### src/hw/cfs_pkg.sv
// Contract
// - Two sync acceptance window widths exist, a wide one for rotational disturbance and a narrow one, chosen by sync_window_select.
// - Loss of synchronisation is declared after a fixed forward protection count of 13 consecutive missed frame syncs.
// - A newly acquired frame sync is confirmed by a fixed backward protection count of 3 frames.
// - While locked, a missing expected sync is replaced by a substitute sync at the expected position, for up to 13 frames.
// - When sync has been missing for 13 frames the window opens and a new frame sync is searched for freely.
// - Right after resynchronisation, a missed sync within the 3 confirming frames reopens the window at once.
// - At normal speed one frame sync is expected about every 136 us (7.35 kHz) and the window is centred on that period.
// - A C1 codeword is 28 information bytes plus 4 parity bytes.
// - A C2 codeword is 24 information bytes plus 4 parity bytes.
// - Both levels decode Reed-Solomon codes of minimum distance 5.
// - Up to two symbol errors per C1 codeword and up to four per C2 codeword are corrected.
// - After C1 decoding a C1 pointer is attached, set from the C1 result, the EFM playback condition and the player state.
// - When the C2 pointer is high the sample is concealed by holding the previous value or by averaging its neighbours.
// - The correction result is shown as a 4-bit monitor code whose top bit is clear for C1 and set for C2 results.
// - C1 codes: 0000, 0001 pointer clear; 0100 to 0110 pointer set; 0111 uncorrectable; 0010 and 0011 unused.
// - C2 codes: 1000 to 1100 corrected; 1110 uncorrectable with C1 pointer copy; 1111 with C2 pointer set; 1101 unused.
package cfs_pkg;

	// ----------------------------------------------------------------
	// Timing
	// ----------------------------------------------------------------
	localparam int              CFS_CLK_PERIOD_NS   = 10;
	localparam int              CFS_FRAME_PERIOD_NS = 136000;
	localparam int              CFS_TIMER_W         = 16;
	localparam logic [15:0]     CFS_FRAME_CYCLES    = 16'(CFS_FRAME_PERIOD_NS / CFS_CLK_PERIOD_NS);
	localparam logic [15:0]     CFS_WIN_NARROW      = 16'h0040;
	localparam logic [15:0]     CFS_WIN_WIDE        = 16'h0200;
	localparam logic [3:0]      CFS_FWD_PROTECT     = 4'hD;
	localparam logic [1:0]      CFS_BWD_PROTECT     = 2'h3;

	// ----------------------------------------------------------------
	// Code geometry and correction limits
	// ----------------------------------------------------------------
	localparam logic [7:0]      CFS_C1_INFO_BYTES   = 8'h1C;
	localparam logic [7:0]      CFS_C2_INFO_BYTES   = 8'h18;
	localparam logic [7:0]      CFS_PARITY_BYTES    = 8'h04;
	localparam logic [2:0]      CFS_RS_DMIN         = 3'h5;
	localparam logic [2:0]      CFS_C1_T            = 3'((CFS_RS_DMIN - 3'h1) >> 1);
	localparam logic [2:0]      CFS_C2_T            = 3'(CFS_RS_DMIN - 3'h1);
	localparam logic [4:0]      CFS_C2_COPY_LIMIT   = 5'h02;
	localparam int              CFS_SAMPLE_W        = 16;

	// ----------------------------------------------------------------
	// Monitor codes
	// ----------------------------------------------------------------
	localparam logic [3:0]      CFS_MON_C1_PTR_BASE = 4'h4;
	localparam logic [3:0]      CFS_MON_C1_FAIL     = 4'h7;
	localparam logic [3:0]      CFS_MON_C2_BASE     = 4'h8;
	localparam logic [3:0]      CFS_MON_C2_COPY     = 4'hE;
	localparam logic [3:0]      CFS_MON_C2_FAIL     = 4'hF;

	// ----------------------------------------------------------------
	// Register map
	// ----------------------------------------------------------------
	localparam logic [7:0]      CFS_REG_CTRL        = 8'h00;
	localparam logic [7:0]      CFS_REG_STATUS      = 8'h04;
	localparam logic [7:0]      CFS_REG_INT_STATUS  = 8'h08;
	localparam logic [7:0]      CFS_REG_INT_MASK    = 8'h0C;
	localparam logic [7:0]      CFS_REG_C2FAIL_CNT  = 8'h10;
	localparam logic [7:0]      CFS_REG_INSERT_CNT  = 8'h14;
	localparam logic [7:0]      CFS_REG_GEOMETRY    = 8'h18;
	localparam int              CFS_CTRL_SYNC_WINDOW_SELECT_BIT   = 0;
	localparam int              CFS_CTRL_INTERP_BIT = 1;
	localparam int              CFS_INT_LOCK_BIT    = 0;
	localparam int              CFS_INT_LOST_BIT    = 1;
	localparam int              CFS_INT_INSERT_BIT  = 2;
	localparam int              CFS_INT_C2FAIL_BIT  = 3;
	localparam logic [1:0]      CFS_CTRL_RST        = 2'h0;
	localparam logic [3:0]      CFS_INT_MASK_RST    = 4'h0;

	// Sync protection states.
	typedef enum logic [1:0] {
		CFS_SEARCH  = 2'b00,
		CFS_CONFIRM = 2'b01,
		CFS_LOCKED  = 2'b10
	} cfs_sync_t;

endpackage

### src/hw/cfs_frame_ecc.sv
`timescale 1ns/1ps
`default_nettype none

module cfs_frame_ecc
	import cfs_pkg::*;
#(
	parameter logic [15:0] FRAME_CYCLES = CFS_FRAME_CYCLES,
	parameter logic [15:0] WIN_NARROW   = CFS_WIN_NARROW,
	parameter logic [15:0] WIN_WIDE     = CFS_WIN_WIDE
) (
	// Clock and reset
	input  wire logic                    ref_clk,
	input  wire logic                    rst_n,
	// APB slave
	input  wire logic                    psel,
	input  wire logic                    penable,
	input  wire logic                    pwrite,
	input  wire logic [7:0]              paddr,
	input  wire logic [31:0]             pwdata,
	output logic      [31:0]             prdata,
	output logic                         pready,
	output logic                         pslverr,
	// Demodulator condition
	input  wire logic                    syncDetect,
	input  wire logic                    efmBad,
	input  wire logic                    playerUnstable,
	// C1 codeword result
	input  wire logic                    c1Done,
	input  wire logic [2:0]              c1Errors,
	// C2 codeword result
	input  wire logic                    c2Done,
	input  wire logic [2:0]              c2Errors,
	input  wire logic [4:0]              c2C1PtrCount,
	// Sample stream
	input  wire logic                    sampleValid,
	input  wire logic [CFS_SAMPLE_W-1:0] sampleIn,
	input  wire logic                    sampleC2Ptr,
	// Frame timing
	output logic                         frameStrobe,
	output logic                         syncInserted,
	output logic                         syncLocked,
	// Correction status
	output logic                         c1Pointer,
	output logic                         c2Pointer,
	output logic                         monitorValid,
	output logic                         correction_monitor_bit3,
	output logic                         correction_monitor_bit2,
	output logic                         correction_monitor_bit1,
	output logic                         correction_monitor_bit0,
	// Concealed samples
	output logic      [CFS_SAMPLE_W-1:0] sampleOut,
	output logic                         sampleOutValid,
	// Interrupt
	output logic                         irq
);

	// ----------------------------------------------------------------
	// State
	// ----------------------------------------------------------------

	typedef struct packed {
		cfs_sync_t               syncState;
		logic [15:0]             frameTimer;
		logic [3:0]              missCount;
		logic [1:0]              backCount;
		logic                    substituted;
		logic [1:0]              ctrl;
		logic [3:0]              intStatus;
		logic [3:0]              intMask;
		logic [15:0]             c2FailCount;
		logic [15:0]             insertCount;
		logic [3:0]              monitorCode;
		logic                    monitorValid;
		logic                    c2Pending;
		logic [3:0]              c2PendCode;
		logic                    c2PendPtr;
		logic                    c1Pointer;
		logic                    c2Pointer;
		logic                    frameStrobe;
		logic                    syncInserted;
		logic [CFS_SAMPLE_W-1:0] prevSample;
		logic [CFS_SAMPLE_W-1:0] curSample;
		logic                    curErr;
		logic                    haveCur;
		logic [CFS_SAMPLE_W-1:0] sampleOut;
		logic                    sampleOutValid;
		logic [31:0]             prdata;
		logic                    pready;
		logic                    pslverr;
		logic                    irq;
	} cfs_state_t;

	cfs_state_t s_reg;
	cfs_state_t s_next;

	// ----------------------------------------------------------------
	// Helpers
	// ----------------------------------------------------------------

	// Saturating increment for the event counters.
	function automatic logic [15:0] sat16(input logic [15:0] x);
		sat16 = (x == 16'hFFFF) ? x : x + 16'h0001;
	endfunction

	// Signed mean of two neighbouring samples.
	function automatic logic [CFS_SAMPLE_W-1:0] mean2(
		input logic [CFS_SAMPLE_W-1:0] a,
		input logic [CFS_SAMPLE_W-1:0] b
	);
		logic [CFS_SAMPLE_W:0] sum;
		sum   = {a[CFS_SAMPLE_W-1], a} + {b[CFS_SAMPLE_W-1], b};
		mean2 = sum[CFS_SAMPLE_W:1];
	endfunction

	// C1 monitor code from the error count and the pointer.
	function automatic logic [3:0] c1Code(input logic [2:0] errs, input logic ptr);
		if (errs > CFS_C1_T) begin
			c1Code = CFS_MON_C1_FAIL;
		end else if (ptr) begin
			c1Code = CFS_MON_C1_PTR_BASE | {2'b00, errs[1:0]};
		end else begin
			c1Code = {3'b000, errs[0]};
		end
	endfunction

	// ----------------------------------------------------------------
	// Combinational next state
	// ----------------------------------------------------------------

	logic [15:0] winHalf;
	logic        inWindow;
	logic        windowEnd;
	logic        apbAccess;
	logic        apbDone;
	logic        c1Ptr;
	logic [3:0]  c2CodeNow;
	logic        c2PtrNow;
	logic [3:0]  events;
	logic [CFS_SAMPLE_W-1:0] conceal;

	// Window width and position relative to the expected sync.
	always_comb begin
		winHalf   = s_reg.ctrl[CFS_CTRL_SYNC_WINDOW_SELECT_BIT] ? WIN_NARROW : WIN_WIDE;
		inWindow  = (s_reg.frameTimer >= FRAME_CYCLES - winHalf) &&
		            (s_reg.frameTimer <= FRAME_CYCLES + winHalf);
		windowEnd = (s_reg.frameTimer == FRAME_CYCLES + winHalf);
		apbAccess = psel && penable && !s_reg.pready;
		apbDone   = psel && penable && s_reg.pready;
	end

	// Correction classification for both levels.
	always_comb begin
		// The pointer marks doubtful frames before C2 sees them.
		c1Ptr = (c1Errors >= CFS_C1_T) || efmBad || playerUnstable ||
		        s_reg.substituted || (s_reg.syncState != CFS_LOCKED);
		if (c2Errors <= CFS_C2_T) begin
			c2CodeNow = CFS_MON_C2_BASE | {1'b0, c2Errors};
			c2PtrNow  = 1'b0;
		end else if (c2C1PtrCount <= CFS_C2_COPY_LIMIT) begin
			c2CodeNow = CFS_MON_C2_COPY;
			c2PtrNow  = 1'b0;
		end else begin
			c2CodeNow = CFS_MON_C2_FAIL;
			c2PtrNow  = 1'b1;
		end
	end

	// Concealment value for a sample flagged by its C2 pointer.
	always_comb begin
		if (s_reg.ctrl[CFS_CTRL_INTERP_BIT] && !sampleC2Ptr) begin
			conceal = mean2(s_reg.prevSample, sampleIn);
		end else begin
			conceal = s_reg.prevSample;
		end
	end

	// Main next-state process.
	always_comb begin
		s_next              = s_reg;
		events              = 4'h0;
		s_next.frameStrobe  = 1'b0;
		s_next.syncInserted = 1'b0;
		s_next.monitorValid = 1'b0;

		// Frame timer runs from the last real or substitute sync.
		if (s_reg.frameTimer != 16'hFFFF) begin
			s_next.frameTimer = s_reg.frameTimer + 16'h0001;
		end

		// Sync protection.
		case (s_reg.syncState)
			CFS_SEARCH: begin
				// Open window: any sync is taken as a candidate.
				if (syncDetect) begin
					s_next.syncState   = CFS_CONFIRM;
					s_next.frameTimer  = 16'h0000;
					s_next.backCount   = 2'h1;
					s_next.missCount   = 4'h0;
					s_next.substituted = 1'b0;
					s_next.frameStrobe = 1'b1;
				end
			end
			CFS_CONFIRM: begin
				if (syncDetect && inWindow) begin
					s_next.frameTimer  = 16'h0000;
					s_next.frameStrobe = 1'b1;
					s_next.backCount   = s_reg.backCount + 2'h1;
					if (s_reg.backCount == CFS_BWD_PROTECT - 2'h1) begin
						s_next.syncState = CFS_LOCKED;
						events[CFS_INT_LOCK_BIT] = 1'b1;
					end
				end else if (windowEnd) begin
					// No second chance while still confirming.
					s_next.syncState = CFS_SEARCH;
					s_next.backCount = 2'h0;
				end
			end
			CFS_LOCKED: begin
				if (syncDetect && inWindow) begin
					s_next.frameTimer  = 16'h0000;
					s_next.frameStrobe = 1'b1;
					s_next.missCount   = 4'h0;
					s_next.substituted = 1'b0;
				end else if (windowEnd) begin
					// Substitute sync keeps the frame grid where it was.
					s_next.frameTimer   = winHalf;
					s_next.frameStrobe  = 1'b1;
					s_next.syncInserted = 1'b1;
					s_next.substituted  = 1'b1;
					s_next.missCount    = s_reg.missCount + 4'h1;
					s_next.insertCount  = sat16(s_reg.insertCount);
					events[CFS_INT_INSERT_BIT] = 1'b1;
					if (s_reg.missCount == CFS_FWD_PROTECT - 4'h1) begin
						s_next.syncState = CFS_SEARCH;
						s_next.backCount = 2'h0;
						events[CFS_INT_LOST_BIT] = 1'b1;
					end
				end
			end
			default: begin
				s_next.syncState = CFS_SEARCH;
			end
		endcase

		// Monitor code; a C2 result that collides with C1 waits a cycle.
		if (c1Done) begin
			s_next.monitorCode  = c1Code(c1Errors, c1Ptr);
			s_next.monitorValid = 1'b1;
			s_next.c1Pointer    = c1Ptr || (c1Errors > CFS_C1_T);
		end else if (s_reg.c2Pending) begin
			s_next.monitorCode  = s_reg.c2PendCode;
			s_next.monitorValid = 1'b1;
			s_next.c2Pointer    = s_reg.c2PendPtr;
			s_next.c2Pending    = 1'b0;
		end else if (c2Done) begin
			s_next.monitorCode  = c2CodeNow;
			s_next.monitorValid = 1'b1;
			s_next.c2Pointer    = c2PtrNow;
		end
		if (c2Done && (c1Done || s_reg.c2Pending)) begin
			s_next.c2Pending  = 1'b1;
			s_next.c2PendCode = c2CodeNow;
			s_next.c2PendPtr  = c2PtrNow;
		end
		if (c2Done && (c2Errors > CFS_C2_T)) begin
			s_next.c2FailCount = sat16(s_reg.c2FailCount);
			events[CFS_INT_C2FAIL_BIT] = 1'b1;
		end

		// Sample path: one sample of delay so the next neighbour is known.
		s_next.sampleOutValid = 1'b0;
		if (s_reg.syncState == CFS_SEARCH) begin
			s_next.haveCur = 1'b0;
		end else if (sampleValid) begin
			s_next.curSample = sampleIn;
			s_next.curErr    = sampleC2Ptr;
			s_next.haveCur   = 1'b1;
			if (s_reg.haveCur) begin
				if (s_reg.curErr) begin
					s_next.sampleOut  = conceal;
					s_next.prevSample = conceal;
				end else begin
					s_next.sampleOut  = s_reg.curSample;
					s_next.prevSample = s_reg.curSample;
				end
				s_next.sampleOutValid = 1'b1;
			end
		end

		// APB: registered pready gives one wait state.
		s_next.pready  = apbAccess;
		s_next.pslverr = 1'b0;
		if (apbAccess) begin
			s_next.prdata = 32'h0000_0000;
			case (paddr)
				CFS_REG_CTRL: begin
					s_next.prdata = {30'h0, s_reg.ctrl};
				end
				CFS_REG_STATUS: begin
					s_next.prdata = {12'h0, s_reg.monitorCode, 6'h0, s_reg.backCount,
					                 s_reg.missCount, 2'h0, s_reg.syncState};
				end
				CFS_REG_INT_STATUS: begin
					s_next.prdata = {28'h0, s_reg.intStatus};
				end
				CFS_REG_INT_MASK: begin
					s_next.prdata = {28'h0, s_reg.intMask};
				end
				CFS_REG_C2FAIL_CNT: begin
					s_next.prdata = {16'h0, s_reg.c2FailCount};
				end
				CFS_REG_INSERT_CNT: begin
					s_next.prdata = {16'h0, s_reg.insertCount};
				end
				CFS_REG_GEOMETRY: begin
					// Code lengths as seen by the two decoder levels.
					s_next.prdata = {CFS_C1_INFO_BYTES + CFS_PARITY_BYTES,
					                 CFS_C2_INFO_BYTES + CFS_PARITY_BYTES,
					                 5'h0, CFS_RS_DMIN, 8'h0};
				end
				default: begin
					s_next.pslverr = 1'b1;
				end
			endcase
		end

		// Writes take effect on the edge that completes the transfer.
		s_next.intStatus = s_reg.intStatus;
		if (apbDone && pwrite) begin
			case (paddr)
				CFS_REG_CTRL: begin
					s_next.ctrl = pwdata[1:0];
				end
				CFS_REG_INT_STATUS: begin
					s_next.intStatus = s_reg.intStatus & ~pwdata[3:0];
				end
				CFS_REG_INT_MASK: begin
					s_next.intMask = pwdata[3:0];
				end
				default: begin
				end
			endcase
		end
		// A new event wins over a clear in the same cycle.
		s_next.intStatus = s_next.intStatus | events;
		s_next.irq       = |(s_next.intStatus & s_next.intMask);
	end

	// ----------------------------------------------------------------
	// State register
	// ----------------------------------------------------------------

	// Synchronous reset leaves the block searching with the window open.
	always_ff @(posedge ref_clk) begin
		if (!rst_n) begin
			s_reg           <= '0;
			s_reg.syncState <= CFS_SEARCH;
			s_reg.ctrl      <= CFS_CTRL_RST;
			s_reg.intMask   <= CFS_INT_MASK_RST;
		end else begin
			s_reg <= s_next;
		end
	end

	// ----------------------------------------------------------------
	// Outputs
	// ----------------------------------------------------------------

	// Every output except syncLocked, decoded from syncState, is taken straight from the state register.
	assign prdata                  = s_reg.prdata;
	assign pready                  = s_reg.pready;
	assign pslverr                 = s_reg.pslverr;
	assign frameStrobe             = s_reg.frameStrobe;
	assign syncInserted            = s_reg.syncInserted;
	assign syncLocked              = (s_reg.syncState == CFS_LOCKED);
	assign c1Pointer               = s_reg.c1Pointer;
	assign c2Pointer               = s_reg.c2Pointer;
	assign monitorValid            = s_reg.monitorValid;
	assign correction_monitor_bit3 = s_reg.monitorCode[3];
	assign correction_monitor_bit2 = s_reg.monitorCode[2];
	assign correction_monitor_bit1 = s_reg.monitorCode[1];
	assign correction_monitor_bit0 = s_reg.monitorCode[0];
	assign sampleOut               = s_reg.sampleOut;
	assign sampleOutValid          = s_reg.sampleOutValid;
	assign irq                     = s_reg.irq;

endmodule

`default_nettype wire

### config.mk
export PLATFORM = sky130hd
export DESIGN_NAME = cfs_frame_ecc
export DESIGN_NICKNAME = d
export VERILOG_FILES = /design/src/hw/cfs_pkg.sv /design/src/hw/cfs_frame_ecc.sv
export SDC_FILE = /design/constraint.sdc
export NUM_CORES = 1
export LEC_CHECK = 0
export BUFFER_PORTS_ARGS = -buffer_cell sky130_fd_sc_hd__buf_2
export CORE_MARGIN = 2
export CORE_UTILIZATION = 35
export CTS_CLUSTER_SIZE = 16
export DETAILED_ROUTE_END_ITERATION = 7
export PLACE_DENSITY = 0.58
export SLEW_MARGIN = 20
export SYNTH_ARGS = -nofsm -noshare
export SYNTH_HDL_FRONTEND = slang
export SYNTH_SLANG_ARGS = --single-unit
### constraint.sdc
create_clock -name ref_clk -period 3.7 [get_ports ref_clk]
set_clock_uncertainty 0.2 [all_clocks]
set_input_delay 0.185 -clock ref_clk [delete_from_list [all_inputs] [get_ports ref_clk]]
set_output_delay 0.185 -clock ref_clk [all_outputs]
set_load 0.02 [all_outputs]
==> results.txt <==
Syn avg cell area = 8.43 um^2
Crit start category = flip-flop
Initial antenna violation count = 0
Pwr Total = 0.00358 W
Layout Nets = 1131
Post-route insts no fill = 1318
Final setup viols = 0
CP required = 3.83 ns
Routed via count = 6687
Antenna viol nets, final = 0
Seq/Total Area, Yosys = 35.7%
R2R depth = 9
PD cells = 387 nW/um^2
Post-Route WL = 19.6 mm
Fraction of layout cells with a size suffix above 1 = 15.9%
Number of flops mapped to enable cells by yosys = 0
Status = completed
LEAKAGE = 3.80 nW
Starting density of the core = 35.3%
Seq pwr share = 43.8%
Post-synth cell types = 75
Post-synth top flop = dfxtp_1
Netlist Area Pre-Place = 7910 um^2
Cell Rows = 55
Net switching power = 0.000913 W
Worst hold stages = 4
Setup slack at placement = 0.512 ns
Setup TNS = 0 ns
First-pass GRT wire length = 32.2 mm
DR vias/cell = 5.07
WHS = 0.0300 ns
CTS Buffer Depth = 2
IO Pins = 141
Remaining global-route overflow = 0
RSZ-0062 raised after global routing = no
CP max FO = 16
Clock share of power = 48.1%
DIE HEIGHT = 154 um
Root Driver = clkbuf_16
Routed wire length per instance = 14.9 um
Simple-gate portion of the synthesized area = 23.6%
Tightest Pin Transition = 0.868 ns
Crit path DAT = 3.34 ns
Die ar. = 23800 um^2
Total CTS buffers = 17
Mux share of post-synthesis cell area = 3.65%
Adder-cell share of the synthesized area = 5.16%
Slew HR = 41.6%
Drt pass-1 iters = 6
IO Port Bufs = 102
DP Wirelength = 13.8 mm
DRC = 0
GPL Wtd Cong = 0.825
Number of flip-flops under the largest register name = 91
CTS tree = done
Post-Synthesis Cells = 939
Final worst slack = 0.488 ns
Initial DRC count = 469
Post-Synth XOR/XNOR Area = 5.20%
Slew Limit Fails = 0
H-tree lvl count = 4
Main combinational cell family by area after synthesis = simple AND/OR/NAND/NOR gates
Crit. End Element = flip-flop
Combinational power share = 8.2%
Period utilisation layout = 86.8%
Max-cap viol count = 0
Syn-to-layout area delta = 17.1%
Async SR Flop Fraction = 0%
Fmax = 311 MHz
Post-synthesis compound-gate area fraction = 18.8%
Ant. Diodes = 0
Internal = 0.00267 W
Switching part of the total power = 25.5%
Clock latency on the worst-skew pair = 0.43 ns
Crit path kind = flip-flop to flip-flop
Synth Register Bits = 141
Synth warnings = 0
Vias in the first global route = 6186
Crit path time final = 3.21 ns
Maximum VDD drop = 0.289 mV
CTS clk-pin slew, worst paths = 0.06 ns
Final Hold Fails = 0
Core footprint = 22400 um^2
Sink Count = 141
Largest net degree at the start of global routing = 85
Hold Crit Class = input pin to flip-flop
Gr usage total = 16.7%
Cell count after placement = 1255
Die Span X = 154 um
==> layout make-up <==
class	count	area, um^2
clock buffers	17	425
well taps	285	357
fillers	2257	13200
inverters	26	97.6
flip-flops and latches	141	2820
clock inverters	15	164
repair buffers	142	891
multi-input cells	692	4510
==> final timing paths <==
path	from	to	slack, ns
hold reg to reg	s_reg[68]$_SDFFE_PN0P_	s_reg[68]$_SDFFE_PN0P_	0.26
setup / recovery	s_reg[141]$_SDFFE_PN0P_	s_reg[164]$_SDFF_PN0_	0.49
hold / removal	c1Errors[2]	correction_monitor_bit1$_SDFFE_PN0P_	0.03
setup reg to reg	s_reg[141]$_SDFFE_PN0P_	s_reg[164]$_SDFF_PN0_	0.49
==> through the flow <==
step,cell area [um^2],util [%]
global placement,8360,37.3
global route,9260,41.3
finish,9260,41.3
detailed placement,8360,37.3
CTS,9260,41.3
floorplan,7950,-
==> cell families (layout without fill, tap and decap cells) <==
logic type      Yosys count  in the layout
buf+inv                 115            200
other cells               1             10
compound gates          219            219
simple gates            358            358
flops                   141            141
mux                      26             26
fa+ha+maj                32             32
xor+xnor                 47             47
==> cell usage after synthesis, types with 8 or more instances <==
cell type / count / area, um^2
o211ai_1: 10 / 75.1
nor3_1: 16 / 80.1
clkbuf_1: 33 / 124
mux2i_1: 21 / 210
a21boi_0: 31 / 233
ha_1: 31 / 388
o211a_1: 9 / 90.1
nand2_1: 116 / 435
nor4_1: 9 / 56.3
and3_1: 14 / 87.6
or3_1: 9 / 56.3
a22oi_1: 8 / 60.1
xor2_1: 25 / 219
dfxtp_1: 141 / 2820
nand4_1: 16 / 100
a31oi_1: 12 / 75.1
nand2b_1: 10 / 62.6
nand3_1: 31 / 155
nor2_1: 40 / 150
a21oi_1: 38 / 190
inv_1: 26 / 97.6
xnor2_1: 22 / 193
nor2b_1: 22 / 138
buf_4: 48 / 360
o21ai_0: 53 / 265
and2_1: 43 / 269
==> worst max-delay path, stage by stage (launching register included) <==
cell       delay, ns
dfxtp_1         0.48
inv_1           0.15
ha_1            0.33
nand2_1         0.13
a211oi_1        0.12
a2111oi_2       0.63
nor2_1          0.19
o21ai_0         0.20
nand2_1         0.35
a311oi_1        0.35
==> placed cells by master (no fill, tap or decap), types with 9 or more instances in the layout <==
cell,instances
a31oi_1,12
a21boi_0,31
o211ai_1,10
or3_1,9
conb_1,10
and3_1,14
nand3_1,31
and2_1,43
nand4_1,16
nor4_1,9
xor2_1,25
inv_1,26
clkbuf_16,17
nand2b_1,10
a21oi_1,38
nor2b_1,22
nand2_1,116
nor2_1,40
ha_1,31
nor3_1,16
buf_2,101
mux2i_1,21
dlygate4sd3_1,31
buf_4,10
o21ai_0,53
o211a_1,9
xnor2_1,22
dfxtp_1,141
==> power by group through the flow <==
| stage | sequential [W] | combinational, W | clock (W) |
|---|---|---|---|
| detailed placement | 0.00160 | 0.000267 | 0 |
| CTS | 0.00157 | 0.000295 | 0.00177 |
| global placement | 0.00160 | 0.000265 | 0 |
| finish | 0.00157 | 0.000292 | 0.00172 |
| global route | 0.00157 | 0.000328 | 0.00184 |
| floorplan | 0.00160 | 0.000184 | 0 |
==> timing repair <==
action                                 CTS  global route
gates resized for setup                  0             0
hold buffers                            31             0
setup buffers                            0             0
endpoints found under the hold margin   36             0
==> layer usage <==
metal / GRT usage (%) / vias to the layer above / share of wire [%]
met5: 0 / - / 0
met4: 5.42 / 0 / 1.1
met3: 3.17 / 18 / 4.1
met2: 27.0 / 138 / 46
met1: 22.5 / 3075 / 49
li1: - / 3456 / -
Note: power is estimated with default switching activity, not from simulation.
